$ cat src/rtl/fcpg_cfg.svh
// Constants of the four-channel pulse generator: register indices, fields, reset values, tick ratios.
// Assumes inclusion by the package, the top module and the bench, by bare name.
//
// Contract
// - Run bit set starts all pulse generation; run bit clear stops it.
// - Three-bit tick-rate field picks one of eight counter tick rates.
// - One-shot mode runs the programmed cycles, then clears run by itself.
// - Continuous mode wraps the counter at the window limit and never halts.
// - Per-channel polarity bits 7..4; one means active high, zero active low.
// - Per-channel enable bits 3..0; a channel pulses only while enabled.
// - Ten-bit window limit sets every channel's cycle length in ticks.
// - Control and window limit read zero after reset.
// - Ten-bit begin value is the counter position where the pulse starts.
// - Ten-bit end value stops the pulse; begin equal to end keeps it inactive.
// - End value above the window limit keeps the output continuously active while begin differs from end.
// - One-shot runs cycle-count plus one cycles.
`ifndef FCPG_CFG_SVH
`define FCPG_CFG_SVH

// Register indices; the byte address on the bus is four times the index.
`define FCPG_IDX_CTRL     18'h0c0e6
`define FCPG_IDX_LIMIT    18'h0c0e8
`define FCPG_IDX_BEG0     18'h0c0ea
`define FCPG_IDX_END0     18'h0c0ec
`define FCPG_IDX_BEG1     18'h0c0ee
`define FCPG_IDX_END1     18'h0c0f0
`define FCPG_IDX_BEG2     18'h0c0f2
`define FCPG_IDX_END2     18'h0c0f4
`define FCPG_IDX_BEG3     18'h0c0f6
`define FCPG_IDX_END3     18'h0c0f8
`define FCPG_IDX_COUNT    18'h0c0fa

// Register select codes returned by the address decoder.
`define FCPG_SEL_CTRL     4'h0
`define FCPG_SEL_LIMIT    4'h1
`define FCPG_SEL_BEG0     4'h2
`define FCPG_SEL_COUNT    4'ha
`define FCPG_SEL_NONE     4'hf

// Control register fields.
`define FCPG_RUN_BIT      15
`define FCPG_RATE_HI      11
`define FCPG_RATE_LO      9
`define FCPG_MODE_BIT     8
`define FCPG_POL_HI       7
`define FCPG_POL_LO       4
`define FCPG_EN_HI        3
`define FCPG_EN_LO        0
`define FCPG_CTRL_MASK    16'h8fff
`define FCPG_CTRL_RESET   16'h0000
`define FCPG_LIMIT_RESET  10'h000

// Widths.
`define FCPG_VAL_W        10
`define FCPG_PRE_W        13
`define FCPG_NCH          4

// Tick divide ratios as powers of two of the fastest rate, codes 000 to 111.
`define FCPG_SHIFT_0      4'h0
`define FCPG_SHIFT_1      4'h1
`define FCPG_SHIFT_2      4'h3
`define FCPG_SHIFT_3      4'h5
`define FCPG_SHIFT_4      4'h7
`define FCPG_SHIFT_5      4'h9
`define FCPG_SHIFT_6      4'hb
`define FCPG_SHIFT_7      4'hd

`endif

$ cat src/rtl/fcpg_pkg.sv
// Types of the four-channel pulse generator.
// Assumes the constants header sits beside it.
`include "fcpg_cfg.svh"

package fcpg_pkg;

  // Bus answer phase.
  typedef enum logic {
    BUS_IDLE = 1'b0,
    BUS_DONE = 1'b1
  } fcpg_bus_t;

  // Whole state of the generator.
  typedef struct packed {
    logic [15:0]                                ctrl;
    logic [`FCPG_VAL_W-1:0]                     limit;
    logic [`FCPG_NCH-1:0][`FCPG_VAL_W-1:0]      beg;
    logic [`FCPG_NCH-1:0][`FCPG_VAL_W-1:0]      fin;
    logic [`FCPG_VAL_W-1:0]                     cycles;
    logic [`FCPG_PRE_W-1:0]                     presc;
    logic [`FCPG_VAL_W-1:0]                     win;
    logic [`FCPG_VAL_W-1:0]                     done;
    logic [`FCPG_NCH-1:0]                       pulse;
    fcpg_bus_t                                  bus;
    logic                                       err;
    logic [31:0]                                rdata;
  } fcpg_state_t;

endpackage : fcpg_pkg

$ cat src/rtl/fcpg_top.sv
// Four-channel pulse generator with an APB register slave.
// Assumes an APB master on mclk and external loads on the four pulse outputs.
//
// Added by the designer: the APB slave port.
`timescale 1ns/1ns
`include "fcpg_cfg.svh"

module fcpg_top #(
  parameter int NCH = 4,
  parameter int VW  = 10
) (
  // Clock, reset and freeze.
  input  wire logic              mclk,
  input  wire logic              rstn,
  input  wire logic              ce,
  // APB slave.
  input  wire logic              psel,
  input  wire logic              penable,
  input  wire logic              pwrite,
  input  wire logic [19:0]       paddr,
  input  wire logic [31:0]       pwdata,
  output logic      [31:0]       prdata,
  output logic                   pready,
  output logic                   pslverr,
  // Pulse outputs.
  output logic      [NCH-1:0]    pulse_o
);

  // ----------------------------------------------------------------
  // Elaboration checks
  // ----------------------------------------------------------------

  // The register map holds exactly four ten-bit channels.
  if (NCH != `FCPG_NCH || VW != `FCPG_VAL_W)
  begin : g_bad_param
    $error("fcpg_top supports only four channels of ten bits");
  end

  // ----------------------------------------------------------------
  // Functions
  // ----------------------------------------------------------------

  // Maps a byte address to a register select code.
  function automatic logic [3:0] fcpg_decode(input logic [19:0] a);
    logic [3:0] s;
    s = `FCPG_SEL_NONE;
    if (a[1:0] == 2'h0)
    begin
      unique case (a[19:2])
        `FCPG_IDX_CTRL:  s = `FCPG_SEL_CTRL;
        `FCPG_IDX_LIMIT: s = `FCPG_SEL_LIMIT;
        `FCPG_IDX_BEG0:  s = 4'h2;
        `FCPG_IDX_END0:  s = 4'h3;
        `FCPG_IDX_BEG1:  s = 4'h4;
        `FCPG_IDX_END1:  s = 4'h5;
        `FCPG_IDX_BEG2:  s = 4'h6;
        `FCPG_IDX_END2:  s = 4'h7;
        `FCPG_IDX_BEG3:  s = 4'h8;
        `FCPG_IDX_END3:  s = 4'h9;
        `FCPG_IDX_COUNT: s = `FCPG_SEL_COUNT;
        default:         s = `FCPG_SEL_NONE;
      endcase
    end
    return s;
  endfunction : fcpg_decode

  // Returns the last prescaler value before a tick for a rate code.
  function automatic logic [`FCPG_PRE_W-1:0] fcpg_div(input logic [2:0] code);
    logic [3:0] sh;
    unique case (code)
      3'h0: sh = `FCPG_SHIFT_0;
      3'h1: sh = `FCPG_SHIFT_1;
      3'h2: sh = `FCPG_SHIFT_2;
      3'h3: sh = `FCPG_SHIFT_3;
      3'h4: sh = `FCPG_SHIFT_4;
      3'h5: sh = `FCPG_SHIFT_5;
      3'h6: sh = `FCPG_SHIFT_6;
      3'h7: sh = `FCPG_SHIFT_7;
    endcase
    return (`FCPG_PRE_W'(1) << sh) - `FCPG_PRE_W'(1);
  endfunction : fcpg_div

  // ----------------------------------------------------------------
  // State and decoded fields
  // ----------------------------------------------------------------

  fcpg_pkg::fcpg_state_t st_r;
  fcpg_pkg::fcpg_state_t st_nxt;
  logic                  run;
  logic                  oneshot;
  logic [NCH-1:0]        pol;
  logic [NCH-1:0]        en;
  logic                  tick;
  logic                  wrap;
  logic                  wr_en;
  logic [3:0]            sel;
  logic [NCH-1:0]        act;

  // Control fields and bus strobes.
  assign run     = st_r.ctrl[`FCPG_RUN_BIT];
  assign oneshot = st_r.ctrl[`FCPG_MODE_BIT];
  assign pol     = st_r.ctrl[`FCPG_POL_HI:`FCPG_POL_LO];
  assign en      = st_r.ctrl[`FCPG_EN_HI:`FCPG_EN_LO];
  assign sel     = fcpg_decode(paddr);
  assign wr_en   = psel && penable && pwrite && (st_r.bus == fcpg_pkg::BUS_DONE) && (sel != `FCPG_SEL_NONE);

  // Tick and end of window.
  // tick rate select
  assign tick = run && (st_r.presc == fcpg_div(st_r.ctrl[`FCPG_RATE_HI:`FCPG_RATE_LO]));
  assign wrap = tick && (st_r.win == st_r.limit);

  // Per-channel active window.
  for (genvar c = 0; c < NCH; c++)
  begin : g_chan
    always_comb
    begin
      if (st_r.beg[c] == st_r.fin[c])
        act[c] = 1'b0;
      else if (st_r.fin[c] > st_r.limit)
        act[c] = 1'b1;
      else
        act[c] = (st_r.win >= st_r.beg[c]) && (st_r.win < st_r.fin[c]);
    end
  end

  // ----------------------------------------------------------------
  // Next state
  // ----------------------------------------------------------------

  // Counter, one-shot tracking, outputs and the register slave.
  always_comb
  begin
    st_nxt = st_r;
    if (!run)
    begin
      st_nxt.presc = '0;
      st_nxt.win   = '0;
      st_nxt.done  = '0;
    end
    else if (!tick)
      st_nxt.presc = st_r.presc + `FCPG_PRE_W'(1);
    else
    begin
      st_nxt.presc = '0;
      st_nxt.win = wrap ? '0 : st_r.win + `FCPG_VAL_W'(1);
      if (wrap && oneshot)
      begin
        if (st_r.done == st_r.cycles)
        begin
          st_nxt.ctrl[`FCPG_RUN_BIT] = 1'b0;
          st_nxt.done                = '0;
        end
        else
          st_nxt.done = st_r.done + `FCPG_VAL_W'(1);
      end
    end
    st_nxt.pulse = (run ? (act & en) : '0) ~^ pol;
    // Bus answer: one wait state, then the write lands with pready high.
    unique case (st_r.bus)
      fcpg_pkg::BUS_IDLE:
      begin
        if (psel && penable)
        begin
          st_nxt.bus   = fcpg_pkg::BUS_DONE;
          st_nxt.err   = (sel == `FCPG_SEL_NONE);
          st_nxt.rdata = '0;
          if (sel == `FCPG_SEL_CTRL)
            st_nxt.rdata[15:0] = st_r.ctrl;
          else if (sel == `FCPG_SEL_LIMIT)
            st_nxt.rdata[VW-1:0] = st_r.limit;
          else if (sel == `FCPG_SEL_COUNT)
            st_nxt.rdata[VW-1:0] = st_r.cycles;
          else if (sel != `FCPG_SEL_NONE)
            st_nxt.rdata[VW-1:0] = sel[0] ? st_r.fin[(sel - `FCPG_SEL_BEG0) >> 1]
                                          : st_r.beg[(sel - `FCPG_SEL_BEG0) >> 1];
        end
      end
      fcpg_pkg::BUS_DONE:
      begin
        st_nxt.bus = fcpg_pkg::BUS_IDLE;
        st_nxt.err = 1'b0;
      end
    endcase
    // A software write comes last, so a write that sets run wins over a self halt.
    if (wr_en)
    begin
      if (sel == `FCPG_SEL_CTRL)
        st_nxt.ctrl = pwdata[15:0] & `FCPG_CTRL_MASK;
      else if (sel == `FCPG_SEL_LIMIT)
        st_nxt.limit = pwdata[VW-1:0];
      else if (sel == `FCPG_SEL_COUNT)
        st_nxt.cycles = pwdata[VW-1:0];
      else if (sel[0])
        st_nxt.fin[(sel - `FCPG_SEL_BEG0) >> 1] = pwdata[VW-1:0];
      else
        st_nxt.beg[(sel - `FCPG_SEL_BEG0) >> 1] = pwdata[VW-1:0];
    end
  end

  // ----------------------------------------------------------------
  // State register
  // ----------------------------------------------------------------

  // Synchronous reset; a low clock enable freezes everything.
  always_ff @(posedge mclk)
  begin
    if (!rstn)
    begin
      st_r        <= '0;
      st_r.ctrl   <= `FCPG_CTRL_RESET;
      st_r.limit  <= `FCPG_LIMIT_RESET;
      st_r.bus    <= fcpg_pkg::BUS_IDLE;
    end
    else if (ce)
      st_r <= st_nxt;
  end

  // Outputs straight from the state.
  assign prdata  = st_r.rdata;
  assign pready  = (st_r.bus == fcpg_pkg::BUS_DONE);
  assign pslverr = st_r.err;
  assign pulse_o = st_r.pulse;

  // ----------------------------------------------------------------
  // Assertions
  // ----------------------------------------------------------------

  // Channel checks watch channel 0; the other channels share the same generated logic.
  a_reset_zero: assert property (@(posedge mclk) !rstn |=> (st_r.ctrl == '0) && (st_r.limit == '0))
    else $error("control or limit not zero after reset");

  a_stop_rest: assert property (@(posedge mclk) disable iff (!rstn)
    (ce && !run) |=> (st_r.win == '0) && (st_r.presc == '0))
    else $error("counter moved while stopped");

  a_tick_hold: assert property (@(posedge mclk) disable iff (!rstn)
    (ce && run && !tick && !wr_en) |=> (st_r.win == $past(st_r.win)) && (st_r.presc == $past(st_r.presc) + 1'b1))
    else $error("counter stepped without a tick");

  a_window_wrap: assert property (@(posedge mclk) disable iff (!rstn)
    (ce && wrap) |=> (st_r.win == '0))
    else $error("counter did not wrap at the limit");

  a_oneshot_halt: assert property (@(posedge mclk) disable iff (!rstn)
    (ce && wrap && oneshot && (st_r.done == st_r.cycles) && !wr_en) |=> !run)
    else $error("one-shot did not halt");

  a_count_more: assert property (@(posedge mclk) disable iff (!rstn)
    (ce && wrap && oneshot && (st_r.done != st_r.cycles) && !wr_en) |=> run && (st_r.done == $past(st_r.done) + 1'b1))
    else $error("one-shot halted before its last cycle");

  a_cont_keeps: assert property (@(posedge mclk) disable iff (!rstn)
    (ce && run && !oneshot && !wr_en) |=> run)
    else $error("continuous mode halted by itself");

  a_limit_hold: assert property (@(posedge mclk) disable iff (!rstn)
    (ce && run && (st_r.win <= st_r.limit) && !wr_en) |=> (st_r.win <= st_r.limit))
    else $error("counter ran past the window limit");

  a_out_idle: assert property (@(posedge mclk) disable iff (!rstn)
    (ce && (!run || en == '0)) |=> (pulse_o == ~$past(pol)))
    else $error("output active while stopped or disabled");

  a_begin_on: assert property (@(posedge mclk) disable iff (!rstn)
    (ce && run && en[0] && (st_r.beg[0] < st_r.fin[0]) && (st_r.fin[0] <= st_r.limit)
      && (st_r.win == st_r.beg[0])) |=> (pulse_o[0] == $past(pol[0])))
    else $error("pulse not active at its begin position");

  a_end_off: assert property (@(posedge mclk) disable iff (!rstn)
    (ce && run && en[0] && (st_r.beg[0] < st_r.fin[0]) && (st_r.fin[0] <= st_r.limit)
      && (st_r.win == st_r.fin[0])) |=> (pulse_o[0] == ~$past(pol[0])))
    else $error("pulse still active at its end position");

  a_low_active: assert property (@(posedge mclk) disable iff (!rstn)
    (ce && run && en[0] && !pol[0] && (st_r.beg[0] < st_r.fin[0]) && (st_r.fin[0] <= st_r.limit)
      && (st_r.win == st_r.beg[0])) |=> (pulse_o[0] == 1'b0))
    else $error("active-low channel did not drive low");

  a_equal_off: assert property (@(posedge mclk) disable iff (!rstn)
    (ce && (st_r.beg[0] == st_r.fin[0])) |=> (pulse_o[0] == ~$past(pol[0])))
    else $error("equal begin and end gave an active pulse");

  a_beyond_on: assert property (@(posedge mclk) disable iff (!rstn)
    (ce && run && en[0] && (st_r.fin[0] > st_r.limit) && (st_r.beg[0] != st_r.fin[0]))
      |=> (pulse_o[0] == $past(pol[0])))
    else $error("end beyond limit did not hold the pulse active");

  a_bus_answer: assert property (@(posedge mclk) disable iff (!rstn)
    (ce && psel && penable && !pready) |=> pready)
    else $error("bus answer not given after one wait state");

endmodule : fcpg_top

$ cat config.mk
export PLATFORM = sky130hd
export DESIGN_NAME = fcpg_top
export DESIGN_NICKNAME = d
export VERILOG_FILES = /design/src/rtl/fcpg_pkg.sv /design/src/rtl/fcpg_top.sv
export VERILOG_INCLUDE_DIRS = /design/src /design/src/rtl
export SDC_FILE = /design/constraint.sdc
export NUM_CORES = 1
export LEC_CHECK = 0
export BUFFER_PORTS_ARGS = -buffer_cell sky130_fd_sc_hd__buf_2
export CAP_MARGIN = 20
export CORE_MARGIN = 1.5
export CORE_UTILIZATION = 25
export CTS_CLUSTER_DIAMETER = 120
export DETAILED_ROUTE_END_ITERATION = 10
export PLACE_DENSITY_LB_ADDON = 0.25
export SKIP_LAST_GASP = 1
export SLEW_MARGIN = 5
export SYNTH_ARGS = -nofsm -noshare
export SYNTH_HDL_FRONTEND = slang
export SYNTH_SLANG_ARGS = --single-unit
$ cat constraint.sdc
create_clock -name mclk -period 4.3 [get_ports mclk]
set_clock_uncertainty 0.2 [all_clocks]
set_input_delay 0.43 -clock mclk [delete_from_list [all_inputs] [get_ports mclk]]
set_output_delay 0.43 -clock mclk [all_outputs]
set_load 0.005 [all_outputs]
==> metrics.csv <==
metric,value,unit
path_class,reg2reg,
yosysTopAreaCell,dfxtp_1,
area_growth,12.4,%
endpoint_kind,flip-flop,
synthAdderAreaFrac,0.130,
cp_slowest_cell,or4_1,
fp.dieArea,50600,sq um
rows,81,
ant_nets,0,
synth_edf_count,0,
rsz0062_at_grt,no,
crit_chain,or4_1 > ha_1 > or3b_2 > a21oi_1 > or3_1 > a32oi_1 > nand2_1 > a21o_1 > a221o_1,
p_leak,5.43,nW
numCtsBuffers,17,
grt_pass1_wl,63900,microns
synth-main-ff-cell,dfxtp_1,
regToRegSetupSlack,0.69,ns
hold-path-endpoint,st_r[181],
cts.sinks,169,
core_area,48700,sq um
fmax,277,MHz
power.total,0.00345,W
start_util,0.253,
dp.cells,2118,
r2r_cells,9,
p_per_area,249,nW/um^2
clk_latency,0.47,ns
clockBufferDepth,2,
synth_area_leaders,"dfxtp_1, ha_1, nand2_1",
vdd_ir_drop_max,200,uV
grt_use_total,0.171,
min_path_cells,3,
required,4.44,ns
synth-seq-cells,169,
synth_top_family_by_area,simple AND/OR/NAND/NOR gates,
worst_pin_slew,0.920,ns
start_kind,flip-flop,
postCtsResizedCells,0,
finalHoldViolations,0,
hp-start,pwdata[10],
viasPerCell,5.00,
final.setup.tns,0,ns
synthSimpleGateAreaFrac,0.204,
setup_viol,0,
post_cts.repair.setup_buffers,0,
fin_cells,2151,
ys_warn_count,0,
vias,10754,
grt_pass1_vias,10148,
dr.pass1.iters,5,
grt_max_degree,66,
timing.rr.end,st_r[57],
synth_mux_area_frac,0.0684,
maxCapViolCount,0,
maxSlewViolCount,0,
cts-root-buf,clkbuf_16,
synth_xor_area_frac,0.0555,
outcome,finished clean,
min_period,3.61,ns
die_x,225,microns
cts_tree,yes,
syn_inst,1452,
grt_remaining_overflow,0,
nNetsFinal,1659,
crit_family,simple AND/OR/NAND/NOR gates,
yosysSeqAreaShare,0.275,
dp_hpwl,31800,microns
path_clk_slew,0.07,ns
yosysTopAreaCellShare,0.275,
crit_arrival,3.75,ns
hp-class,in2reg,
mostFrequentLayoutCells,"nand2_1, dfxtp_1, ha_1",
antenna_found_initial,1,
die_h,225,microns
synth-compound-area-share,0.189,
syn_area,12300,sq um
synthDistinctLibCells,78,
port_buffers,57,
ctsHtreeMaxLevel,4,
ios,96,
fill_cells,5220,
final_common_cell,nand2_1,
drt-initial-drc-count,863,
async_flop_share,0,
critPathBufInv,0,
route.detailed.drc,0,
avgSynthCellArea,8.48,sq um
slowest_delay,0.55,ns
drive_above_1_share,0.112,
gp_congestion,0.912,
slew_headroom,0.386,
wl_per_cell,19.9,microns
period_share,0.839,
routed_wl,42900,microns
holdBufCountCts,0,
crit_path_max_fanout,16,
==> final cells by class <==
class                   instances  area (sq um)  share of cell area
multi-input cells            1086          8040               0.581
flip-flops and latches        169          3380               0.244
well taps                     664           831              0.0600
repair buffers                 91           556              0.0401
clock buffers                  18           439              0.0317
inverters                     108           405              0.0293
clock inverters                14           186              0.0135
diodes                          1          2.50            0.000181
==> synth_stat cells, types with 39 or more instances <==
library cell and instances:
ha_1 128, inv_1 108, xnor2_1 48, clkbuf_1 53
buf_4 39, nor2b_1 65, nand2_1 172, nor2_1 57
a21oi_1 56, dfxtp_1 169, mux2i_1 56, a21boi_0 58
==> layer usage <==
metal  vias up  global-route usage  wire length, microns
met4         2              0.0695                  1430
met3        70              0.0252                  2020
met1      5232               0.220                 19300
met2       296               0.284                 20200
met5         -                   0                     9
li1       5154                   -                     -
==> tightest hold or removal path, stage by stage <==
cell,delay (ns)
buf_2,0.08
mux2i_1,0.08
nor2b_1,0.10
==> worst max-delay path by stage <==
stage,end,depth (start not counted),slack (ns)
2_1_floorplan,prdata[2],11,0.42
3_3_place_gp,flip-flop,12,0.34
3_5_place_dp,flip-flop,12,0.30
4_1_cts,st_r[57],9,0.64
5_1_grt,st_r[51],10,0.47
6_report,st_r[57],9,0.69
==> report_power, final <==
part           leakage (nW)  total (W)  internal, W  switching, W
Combinational          3.77   0.000175    0.0000599      0.000115
Sequential             1.36    0.00158      0.00157    0.00000725
Clock                 0.306    0.00170     0.000947      0.000750
==> logic make-up (layout without fill, tap and decap cells) <==
| family | count (synthesis) | count (layout) |
|---|---|---|
| AOI/OAI and AO/OA | 314 | 314 |
| xor gates and xnor gates | 78 | 78 |
| adders and majority gates | 128 | 128 |
| buffers and inverters | 215 | 231 |
| DFF | 169 | 169 |
| muxes | 69 | 69 |
| other | 1 | 20 |
| and+or+nand+nor | 478 | 478 |
==> per-stage QoR <==
step	instance area [sq um]	hold WS (ns)	setup WS (ns)	utilization
floorplan	12400	0.257	0.421	-
global placement	13200	0.277	0.336	0.271
detailed placement	13200	0.281	0.301	0.271
CTS	13800	0.0551	0.640	0.284
global route	13800	0.0843	0.465	0.284
finish	13800	0.0697	0.692	0.284
(Power assumes the default switching activity.)
